===== src/include/pbc_consts.svh =====
// Offsets, field positions, reset values and timing counts of the press classifier.
// Assumes a 40 MHz APB clock and a 32-bit APB data path.
`ifndef PBC_CONSTS_SVH
`define PBC_CONSTS_SVH
`define PBC_CLK_PERIOD_NS   25
`define PBC_MS_NS           1000000
`define PBC_CLICK_MAX_MS    16'd500
`define PBC_SHORT_MAX_MS    16'd2000
`define PBC_LONG_MAX_MS     16'd5000
`define PBC_BLINK_TOTAL_MS  11'd2000
`define PBC_BLINK_PERIOD_MS 9'd500
`define PBC_BLINK_ON_MS     9'd250
`define PBC_HOLD_DELAY_RST  16'd1000
`define PBC_HOLD_INTVL_RST  16'd250
`define PBC_OFF_CTRL        3'd0
`define PBC_OFF_HOLD_DELAY  3'd1
`define PBC_OFF_HOLD_INTVL  3'd2
`define PBC_OFF_LAMP        3'd3
`define PBC_OFF_STATUS      3'd4
`define PBC_OFF_EVENT       3'd5
`define PBC_OFF_PICTURE     3'd6
`define PBC_LAMP_GREEN      0
`define PBC_LAMP_RED        1
`define PBC_LAMP_OFF        2
`define PBC_LAMP_SUCCESS    3
`define PBC_LAMP_FAILURE    4
`define PBC_PIC_OFF_SET     0
`define PBC_PIC_ON_SET      1
`define PBC_PIC_OFF_INV     2
`define PBC_PIC_ON_INV      3
`define PBC_EV_W            13
`endif


===== src/include/pbc_pkg.sv =====
// Types shared by the press classifier.
// Assumes nothing beyond a SystemVerilog tool.
`default_nettype none
package pbc_pkg;
   typedef enum logic [1:0] {
      PBC_MOMENTARY = 2'h0,
      PBC_TOGGLING  = 2'h1,
      PBC_LOCKED    = 2'h2
   } pbc_mode_t;
   typedef enum logic [1:0] {
      PBC_IDLE    = 2'h0,
      PBC_DOWN    = 2'h1,
      PBC_HOLDING = 2'h3
   } pbc_press_t;
   typedef enum logic [3:0] {
      PBC_EV_CLICK = 4'h0, PBC_EV_SHORT = 4'h1, PBC_EV_LONG = 4'h2,
      PBC_EV_HOLD = 4'h3, PBC_EV_TOGGLE = 4'h4, PBC_EV_HIGH = 4'h5,
      PBC_EV_LOW = 4'h6, PBC_EV_UP = 4'h7, PBC_EV_DOWN = 4'h8,
      PBC_EV_LEFT = 4'h9, PBC_EV_RIGHT = 4'ha, PBC_EV_APPROACH = 4'hb,
      PBC_EV_PAGE = 4'hc
   } pbc_event_t;
endpackage
`default_nettype wire


===== src/rtl/pbc_classifier.sv =====
// Button press classifier with lamp control, reached over APB.
// Assumes a free-running pclk, a raw button pin and same-clock panel strobes.
`timescale 1ns/10ps
`include "pbc_consts.svh"
`default_nettype none

// What this block does
// - Hold and report mode 0/1/2.
// - Mode write applies new mode.
// - Report button state as one bit.
// - Hold event after delay, then every interval.
// - Hold delay and interval writable, in ms.
// - Click for release under 500 ms.
// - Short press for 500 to 2000 ms.
// - Long press for 2000 to 5000 ms.
// - Toggle event on every state change.
// - Level-high event on input rising.
// - Level-low event on input falling.
// - Success blinks green two seconds, red off.
// - Failure blinks red two seconds, green off.
// - Green-on command lights green steadily.
// - Red-on command lights red steadily.
// - Lamps-off command darkens every lamp.
// - Off picture shown when off and not locked, over caption.
// - Toggling mode shows on picture when on.
// - One event per swipe direction.
// - Approach event on proximity detection.
// - Page-change event when page changes.
module pbc_classifier
   import pbc_pkg::*;
#(
   parameter int CYCLES_PER_MS = `PBC_MS_NS / `PBC_CLK_PERIOD_NS
) (
   // Clock and reset
   input  wire logic        pclk,
   input  wire logic        presetn,
   // APB slave
   input  wire logic        psel,
   input  wire logic        penable,
   input  wire logic        pwrite,
   input  wire logic [11:0] paddr,
   input  wire logic [31:0] pwdata,
   output logic      [31:0] prdata,
   output logic             pready,
   output logic             pslverr,
   // Button pin and panel inputs
   input  wire logic        button_pin,
   input  wire logic        swipe_up_in,
   input  wire logic        swipe_down_in,
   input  wire logic        swipe_left_in,
   input  wire logic        swipe_right_in,
   input  wire logic        approach_in,
   input  wire logic [3:0]  page_index,
   // Lamps and picture choice
   output logic             green_lamp,
   output logic             red_lamp,
   output logic             show_off_picture,
   output logic             show_on_picture,
   output logic             picture_invert,
   // One-cycle event pulses, bit order as pbc_event_t
   output logic [12:0]      event_pulse
);

   // Millisecond time base
   logic [15:0]      div_q;
   logic             tick_q;
   wire logic        div_wrap = (div_q == 16'(CYCLES_PER_MS - 1));

   always_ff @(posedge pclk or negedge presetn) begin
      if (!presetn) begin
         div_q  <= 16'h0000;
         tick_q <= 1'b0;
      end else begin
         div_q  <= div_wrap ? 16'h0000 : div_q + 16'h0001;
         tick_q <= div_wrap;
      end
   end

   // Pin synchroniser; a change counts once stages two and three agree
   logic             sync1_q;
   logic             sync2_q;
   logic             sync3_q;
   logic             level_q;
   wire logic        level_rise = (sync2_q == sync3_q) && sync2_q && !level_q;
   wire logic        level_fall = (sync2_q == sync3_q) && !sync2_q && level_q;

   always_ff @(posedge pclk or negedge presetn) begin
      if (!presetn) begin
         sync1_q <= 1'b0;
         sync2_q <= 1'b0;
         sync3_q <= 1'b0;
         level_q <= 1'b0;
      end else begin
         sync1_q <= button_pin;
         sync2_q <= sync1_q;
         sync3_q <= sync2_q;
         if (sync2_q == sync3_q) begin
            level_q <= sync2_q;
         end
      end
   end

   // APB decode
   logic             pready_q;
   logic             pslverr_q;
   logic [31:0]      prdata_q;
   wire logic        apb_access = psel && penable;
   wire logic [2:0]  reg_idx    = paddr[4:2];
   wire logic        reg_mapped = (paddr[11:5] == 7'h00) && (paddr[1:0] == 2'h0) && (reg_idx <= `PBC_OFF_PICTURE);
   wire logic        wr_done    = apb_access && pready_q && pwrite && reg_mapped;
   wire logic        wr_ctrl    = wr_done && (reg_idx == `PBC_OFF_CTRL);
   wire logic        wr_delay   = wr_done && (reg_idx == `PBC_OFF_HOLD_DELAY);
   wire logic        wr_intvl   = wr_done && (reg_idx == `PBC_OFF_HOLD_INTVL);
   wire logic        wr_lamp    = wr_done && (reg_idx == `PBC_OFF_LAMP);
   wire logic        wr_event   = wr_done && (reg_idx == `PBC_OFF_EVENT);
   wire logic        wr_pict    = wr_done && (reg_idx == `PBC_OFF_PICTURE);

   // Control registers
   pbc_mode_t        mode_q;
   logic [15:0]      hold_start_delay_ms;
   logic [15:0]      hold_repeat_interval_ms;
   logic [3:0]       pict_q;
   wire logic        button_mode_write          = wr_ctrl && (pwdata[1:0] != 2'h3);
   wire logic        hold_start_delay_write     = wr_delay;
   wire logic        hold_repeat_interval_write = wr_intvl;

   always_ff @(posedge pclk or negedge presetn) begin
      if (!presetn) begin
         mode_q                  <= PBC_MOMENTARY;
         hold_start_delay_ms     <= `PBC_HOLD_DELAY_RST;
         hold_repeat_interval_ms <= `PBC_HOLD_INTVL_RST;
         pict_q                  <= 4'h0;
      end else begin
         // Code 3 is not a mode, so such a write leaves the mode alone
         if (button_mode_write) begin
            mode_q <= pbc_mode_t'(pwdata[1:0]);
         end
         if (hold_start_delay_write) begin
            hold_start_delay_ms <= pwdata[15:0];
         end
         if (hold_repeat_interval_write) begin
            hold_repeat_interval_ms <= pwdata[15:0];
         end
         if (wr_pict) begin
            pict_q <= pwdata[3:0];
         end
      end
   end

   // Press timing and classification
   pbc_press_t       press_q;
   logic [15:0]      press_ms_q;
   logic [15:0]      hold_ms_q;
   logic             state_q;
   wire logic        locked     = (mode_q == PBC_LOCKED);
   wire logic        press_go   = level_rise && !locked;
   wire logic        press_end  = level_fall && (press_q != PBC_IDLE);
   wire logic [15:0] hold_next  = hold_ms_q + 16'h0001;
   wire logic [15:0] hold_goal  = (press_q == PBC_DOWN) ? hold_start_delay_ms : hold_repeat_interval_ms;
   wire logic        hold_fire  = tick_q && (press_q != PBC_IDLE) && level_q && (hold_next >= hold_goal);
   wire logic        is_click   = press_end && (press_ms_q < `PBC_CLICK_MAX_MS);
   wire logic        is_short   = press_end && (press_ms_q >= `PBC_CLICK_MAX_MS) && (press_ms_q < `PBC_SHORT_MAX_MS);
   wire logic        is_long    = press_end && (press_ms_q >= `PBC_SHORT_MAX_MS) && (press_ms_q <= `PBC_LONG_MAX_MS);

   always_ff @(posedge pclk or negedge presetn) begin
      if (!presetn) begin
         press_q    <= PBC_IDLE;
         press_ms_q <= 16'h0000;
         hold_ms_q  <= 16'h0000;
      end else begin
         case (press_q)
            PBC_IDLE: begin
               if (press_go) begin
                  press_q    <= PBC_DOWN;
                  press_ms_q <= 16'h0000;
                  hold_ms_q  <= 16'h0000;
               end
            end
            PBC_DOWN, PBC_HOLDING: begin
               if (press_end) begin
                  press_q <= PBC_IDLE;
               end else if (tick_q) begin
                  // Saturate so very long presses never wrap into a click
                  if (press_ms_q != 16'hffff) begin
                     press_ms_q <= press_ms_q + 16'h0001;
                  end
                  if (hold_fire) begin
                     press_q   <= PBC_HOLDING;
                     hold_ms_q <= 16'h0000;
                  end else begin
                     hold_ms_q <= hold_next;
                  end
               end
            end
            default: begin
               press_q <= PBC_IDLE;
            end
         endcase
      end
   end

   // Button state
   logic             state_d;

   always_comb begin
      state_d = state_q;
      case (mode_q)
         PBC_MOMENTARY: state_d = level_q;
         PBC_TOGGLING: begin
            if (press_end) begin
               state_d = !state_q;
            end
         end
         default: state_d = state_q;
      endcase
   end

   always_ff @(posedge pclk or negedge presetn) begin
      if (!presetn) begin
         state_q <= 1'b0;
      end else begin
         state_q <= state_d;
      end
   end

   // Panel strobes; page index is watched for any change
   logic             approach_q;
   logic [3:0]       page_q;

   always_ff @(posedge pclk or negedge presetn) begin
      if (!presetn) begin
         approach_q <= 1'b0;
         page_q     <= 4'h0;
      end else begin
         approach_q <= approach_in;
         page_q     <= page_index;
      end
   end

   logic [12:0]      ev_d;

   always_comb begin
      ev_d                  = 13'h0000;
      ev_d[PBC_EV_CLICK]    = is_click;
      ev_d[PBC_EV_SHORT]    = is_short;
      ev_d[PBC_EV_LONG]     = is_long;
      ev_d[PBC_EV_HOLD]     = hold_fire && !press_end;
      ev_d[PBC_EV_TOGGLE]   = (state_d != state_q);
      ev_d[PBC_EV_HIGH]     = level_rise;
      ev_d[PBC_EV_LOW]      = level_fall;
      ev_d[PBC_EV_UP]       = swipe_up_in;
      ev_d[PBC_EV_DOWN]     = swipe_down_in;
      ev_d[PBC_EV_LEFT]     = swipe_left_in;
      ev_d[PBC_EV_RIGHT]    = swipe_right_in;
      ev_d[PBC_EV_APPROACH] = approach_in && !approach_q;
      ev_d[PBC_EV_PAGE]     = (page_index != page_q);
   end

   // Sticky copy of the events; a new event wins over its clear
   logic [12:0]      ev_q;
   logic [12:0]      sticky_q;
   wire logic [12:0] ev_clear = wr_event ? pwdata[12:0] : 13'h0000;

   always_ff @(posedge pclk or negedge presetn) begin
      if (!presetn) begin
         ev_q     <= 13'h0000;
         sticky_q <= 13'h0000;
      end else begin
         ev_q     <= ev_d;
         sticky_q <= (sticky_q & ~ev_clear) | ev_d;
      end
   end

   // Lamps
   logic             steady_green_q;
   logic             steady_red_q;
   logic             blink_q;
   logic             blink_green_q;
   logic [10:0]      blink_ms_q;
   logic [8:0]       phase_ms_q;
   logic             green_q;
   logic             red_q;
   wire logic        green_lamp_on_cmd  = wr_lamp && pwdata[`PBC_LAMP_GREEN];
   wire logic        red_lamp_on_cmd    = wr_lamp && pwdata[`PBC_LAMP_RED];
   wire logic        all_lamps_off_cmd  = wr_lamp && pwdata[`PBC_LAMP_OFF];
   wire logic        success_blink_cmd  = wr_lamp && pwdata[`PBC_LAMP_SUCCESS];
   wire logic        failure_blink_cmd  = wr_lamp && pwdata[`PBC_LAMP_FAILURE];
   wire logic        blink_lit          = blink_q && (phase_ms_q < `PBC_BLINK_ON_MS);
   wire logic        blink_last         = tick_q && (blink_ms_q == `PBC_BLINK_TOTAL_MS - 11'd1);

   always_ff @(posedge pclk or negedge presetn) begin
      if (!presetn) begin
         steady_green_q <= 1'b0;
         steady_red_q   <= 1'b0;
         blink_q        <= 1'b0;
         blink_green_q  <= 1'b0;
         blink_ms_q     <= 11'h000;
         phase_ms_q     <= 9'h000;
      end else if (all_lamps_off_cmd) begin
         steady_green_q <= 1'b0;
         steady_red_q   <= 1'b0;
         blink_q        <= 1'b0;
      end else if (success_blink_cmd || failure_blink_cmd) begin
         // A blink starts from the lit half and clears both steady lamps
         steady_green_q <= 1'b0;
         steady_red_q   <= 1'b0;
         blink_q        <= 1'b1;
         blink_green_q  <= success_blink_cmd;
         blink_ms_q     <= 11'h000;
         phase_ms_q     <= 9'h000;
      end else if (green_lamp_on_cmd || red_lamp_on_cmd) begin
         steady_green_q <= steady_green_q | green_lamp_on_cmd;
         steady_red_q   <= steady_red_q | red_lamp_on_cmd;
         blink_q        <= 1'b0;
      end else if (blink_q && tick_q) begin
         blink_q    <= !blink_last;
         blink_ms_q <= blink_ms_q + 11'd1;
         phase_ms_q <= (phase_ms_q == `PBC_BLINK_PERIOD_MS - 9'd1) ? 9'h000 : phase_ms_q + 9'd1;
      end
   end

   always_ff @(posedge pclk or negedge presetn) begin
      if (!presetn) begin
         green_q <= 1'b0;
         red_q   <= 1'b0;
      end else begin
         green_q <= blink_q ? (blink_lit && blink_green_q) : steady_green_q;
         red_q   <= blink_q ? (blink_lit && !blink_green_q) : steady_red_q;
      end
   end

   // Picture choice; a set picture takes priority over the caption
   logic             show_off_q;
   logic             show_on_q;
   logic             invert_q;
   wire logic        want_on  = (mode_q == PBC_TOGGLING) && state_q && pict_q[`PBC_PIC_ON_SET];
   wire logic        want_off = !locked && !state_q && pict_q[`PBC_PIC_OFF_SET];

   always_ff @(posedge pclk or negedge presetn) begin
      if (!presetn) begin
         show_off_q <= 1'b0;
         show_on_q  <= 1'b0;
         invert_q   <= 1'b0;
      end else begin
         show_on_q  <= want_on;
         show_off_q <= want_off;
         invert_q   <= (want_on && pict_q[`PBC_PIC_ON_INV]) || (want_off && pict_q[`PBC_PIC_OFF_INV]);
      end
   end

   // Register read mux
   logic [31:0]      rdata;

   always_comb begin
      rdata = 32'h0000_0000;
      case (reg_idx)
         `PBC_OFF_CTRL:       rdata[1:0]  = mode_q;
         `PBC_OFF_HOLD_DELAY: rdata[15:0] = hold_start_delay_ms;
         `PBC_OFF_HOLD_INTVL: rdata[15:0] = hold_repeat_interval_ms;
         `PBC_OFF_LAMP:       rdata[1:0]  = {red_q, green_q};
         `PBC_OFF_STATUS:     rdata[4:0]  = {blink_q, red_q, green_q, level_q, state_q};
         `PBC_OFF_EVENT:      rdata[12:0] = sticky_q;
         `PBC_OFF_PICTURE:    rdata[3:0]  = pict_q;
         default:             rdata       = 32'h0000_0000;
      endcase
   end

   // One wait state lets read data come from a flip-flop
   always_ff @(posedge pclk or negedge presetn) begin
      if (!presetn) begin
         pready_q  <= 1'b0;
         pslverr_q <= 1'b0;
         prdata_q  <= 32'h0000_0000;
      end else begin
         pready_q  <= apb_access && !pready_q;
         pslverr_q <= apb_access && !pready_q && !reg_mapped;
         prdata_q  <= (apb_access && !pready_q && !pwrite && reg_mapped) ? rdata : 32'h0000_0000;
      end
   end

   assign prdata           = prdata_q;
   assign pready           = pready_q;
   assign pslverr          = pslverr_q;
   assign green_lamp       = green_q;
   assign red_lamp         = red_q;
   assign show_off_picture = show_off_q;
   assign show_on_picture  = show_on_q;
   assign picture_invert   = invert_q;
   assign event_pulse      = ev_q;

endmodule

`default_nettype wire

===== config.mk =====
export PLATFORM = sky130hd
export DESIGN_NAME = pbc_classifier
export DESIGN_NICKNAME = d
export VERILOG_FILES = /design/src/include/pbc_pkg.sv /design/src/rtl/pbc_classifier.sv
export VERILOG_INCLUDE_DIRS = /design/src /design/src/include
export SDC_FILE = /design/constraint.sdc
export NUM_CORES = 1
export LEC_CHECK = 0
export BUFFER_PORTS_ARGS = -buffer_cell sky130_fd_sc_hd__buf_4
export CAP_MARGIN = 20
export CORE_ASPECT_RATIO = 1.2
export CORE_MARGIN = 10
export CORE_UTILIZATION = 25
export DETAILED_ROUTE_END_ITERATION = 6
export SLEW_MARGIN = 10
export SYNTH_ARGS = -nofsm -noshare
export SYNTH_HDL_FRONTEND = slang
export SYNTH_SLANG_ARGS = --single-unit

===== constraint.sdc =====
create_clock -name pclk -period 7.55 [get_ports pclk]
set_input_delay 1.51 -clock pclk [delete_from_list [all_inputs] [get_ports pclk]]
set_output_delay 1.51 -clock pclk [all_outputs]
set_load 0.01 [all_outputs]

==> impl_results.md <==
* Outcome: complete, no violations
* Dpl ws at 3.499 ns
* Clk sinks at 172
* Synth Area in Simple Gates at 0.1869
* Largest family of logic cells by synthesized area: simple AND/OR/NAND/NOR gates
* Layout cell share with drive strength beyond 1 at 0.2120
* Routed Antenna Nets at 0
* Critical Path Fanout Max at 17
* Design area at 10250 sq um
* Final Max Tran Viols at 0
* Register area share after synthesis at 0.5001
* Cells after Synth at 833
* Seq cells post-synth at 172
* First-pass GRT wire length at 35250 microns
* Core Area at 34070 sq um
* WP data required at 7.90 ns
* Post-DP HPWL at 15140 microns
* Via/cell ratio at 4.608
* Area grow syn2layout at 18.68%
* Crit. End Element: register
* DR pass1 iterations at 5
* Grt ovf at 0
* Die Wd at 189.7 microns
* Max_slew headroom at 0.3121
* Nets at 990
* Clock Tree Buf Depth at 2
* Clock-pin slew on the worst setup and hold paths at 0.07 ns
* XOR/XNOR Fraction of Synth Area at 0.04260
* Met2 routed WL at 10710 microns
* Total track usage at 0.1016
* Post-synth cell types at 68
* Largest net degree at the start of global routing at 96
* Setup crit start kind: register
* Chip Height at 223.6 microns
* Max cap viols at 0
* Top_reg_cell synth: dfrtp_1
* Commonest non-fill, non-tap cell in the layout: dfrtp_1
* Worst-Skew Late Latency at 0.44 ns
* Initial Utilization at 0.2535
* Count of final hold-check violations at 0
* F_max at 246.7 MHz
* Compound-Gate Fraction of Synth Area at 0.1161
* Cell area after synthesis at 8636 sq um
* Adder-Cell Fraction of Synth Area at 0.03477
* DR WL/cell at 15.44 microns
* Worst r2r src: hold_ms_q[0]
* Die area at 42410 sq um
* Vias in the first global route at 6633
* Min Clock Period, post-route at 4.054 ns
* Worst EP arrival at 4.40 ns
* Leakage at 4.585 nW
* Endpoints failing setup at 0
* H-tree depth at 4
* Reg2reg end: hold_ms_q[3]
* Routability cong. at 0.7986
* Mux contribution to synthesized area at 0.07969
* CTS tree: built
* Pwr dens at 194.8 nW/um^2
* Post-synthesis async set-or-reset flop share at 1.000
* Post-Syn Area per Cell at 10.37 sq um
* # IOs at 111
* Fill cells at 3554
* Setup_tns at 0 ns
* Slew @ Worst Pin at 1.029 ns
* RSZ-0062 raised after global routing: false
* Port Buffers at 78
* Metal-1 WL at 9226 microns
* CP startpoint: hold_ms_q[0]
* VDD IR max at 0.1568 mV
* CP Class: register to register
* DRC at 0
* Drt initial violations at 383
* TritonCTS Buffers at 17
* FF-to-FF setup slack at 3.50 ns
* N_diodes at 0
* Hold crit path type: register to register
* Dpl cell area at 9627 sq um
* Fraction of the cycle the final worst path needs at 0.5369
* DRT Wirelength at 21250 microns
* Hold_buf cts at 0
* R2r worst-path depth at 13
* Postcts setup bufs at 0
* Cts repair resizes at 0
* CP endpoint: hold_ms_q[3]
* Row Count at 74
* CTS root buffer: clkbuf_16
* Initial antenna violation count at 2
* Total number of vias at 6341
* Final setup margin at 3.496 ns
* Metal3 WL at 1037 microns
* Top Layer Used: met5
* Synth warn at 0
* Number of flops mapped to enable cells by yosys at 0
* Clock Skews at 0.01029 ns
* Most frequent cells in the layout: dfrtp_1 (160), nor2_1 (89), nand2_1 (88)
==> flip-flops by register name, summed over array words and instances, names as in the netlist, 4 cells and up <==
name                     count
blink_ms_q                  11
div_q                       16
event_pulse                 13
hold_ms_q                   16
hold_repeat_interval_ms     16
hold_start_delay_ms         16
page_q                       4
phase_ms_q                   9
pict_q                       4
prdata                      16
press_ms_q                  16
sticky_q                    13
==> per-layer routing <==
layer | GRT usage | up-vias
met5 | 0 | -
met4 | 0.02794 | 4
met3 | 0.02642 | 18
met2 | 0.1759 | 133
met1 | 0.1215 | 3100
li1 | - | 3086
==> worst min-delay path by stage <==
| stage | slack [ns] | from | cells after the start | to |
|---|---|---|---|---|
| 2_1_floorplan | 0.33 | sync1_q | 0 | sync2_q |
| 3_3_place_gp | 0.34 | sync1_q | 0 | sync2_q |
| 3_5_place_dp | 0.35 | sync1_q | 0 | sync2_q |
| 4_1_cts | 0.36 | sync1_q | 0 | sync2_q |
| 5_1_grt | 0.38 | sync1_q | 0 | sync2_q |
| 6_report | 0.36 | sync1_q | 0 | sync2_q |
==> worst max-delay path: stages, from the launching register on <==
cell and delay (ns):
dfrtp_1 0.43, ha_1 0.26, nand3_1 0.18, nor2_1 0.24, nand2_1 0.14, o21a_1 0.22, or2_2 0.29, ha_1 0.33
a21o_1 0.19, a21oi_1 0.26, nand4_1 0.14, a31oi_2 0.72, o21ai_1 0.31, o211ai_1 0.25
==> layout make-up <==
cell class,count,area [sq um],area share
Multi-Input combinational cell,612,4046,0.3948
Tap cell,456,570.5,0.05567
Clock buffer,17,425.4,0.04151
Clock inverter,15,172.7,0.01685
Sequential cell,172,4319,0.4214
Inverter,19,71.32,0.006959
Timing Repair Buffer,85,643.1,0.06275
==> Yosys cell counts, drive strengths merged, types with 19 or more instances <==
master	instances	area, sq um
dfrtp	160	4004
nor2	90	340.3
nand2	88	330.3
mux2	38	465.4
xor2	31	271.5
buf	28	205.2
a21oi	27	135.1
o21ai	25	125.1
ha	24	300.3
nand3	23	115.1
nand4	23	150.1
nor3	21	116.4
mux2i	20	200.2
inv	19	71.32
==> through the flow <==
step	hold slack (ns)	instances	utilization	total power [mW]
detailed placement	0.3478	1341	0.2825	1.125
global route	0.3752	1376	0.3008	2.077
global placement	0.3423	1341	0.2825	1.125
floorplan	0.3312	848	-	1.050
finish	0.3625	1376	0.3008	1.996
CTS	0.3649	1373	0.3001	2.022
==> cells by family (layout without fill, tap and decap cells) <==
group	after synthesis	after routing
flops	172	172
other cells	1	16
fa+ha+maj	24	24
simple gates	325	325
xor+xnor	42	42
buf+inv	64	136
compound gates	146	146
mux	59	59
==> power by group <==
group          switching (mW)  leakage, nW  internal, mW
Clock                   0.418        0.287         0.473
Sequential             0.0138         2.21         0.934
Combinational          0.0980         2.09        0.0587
Total                   0.530         4.59          1.47
No activity file was read; power rests on OpenSTA's default activity.
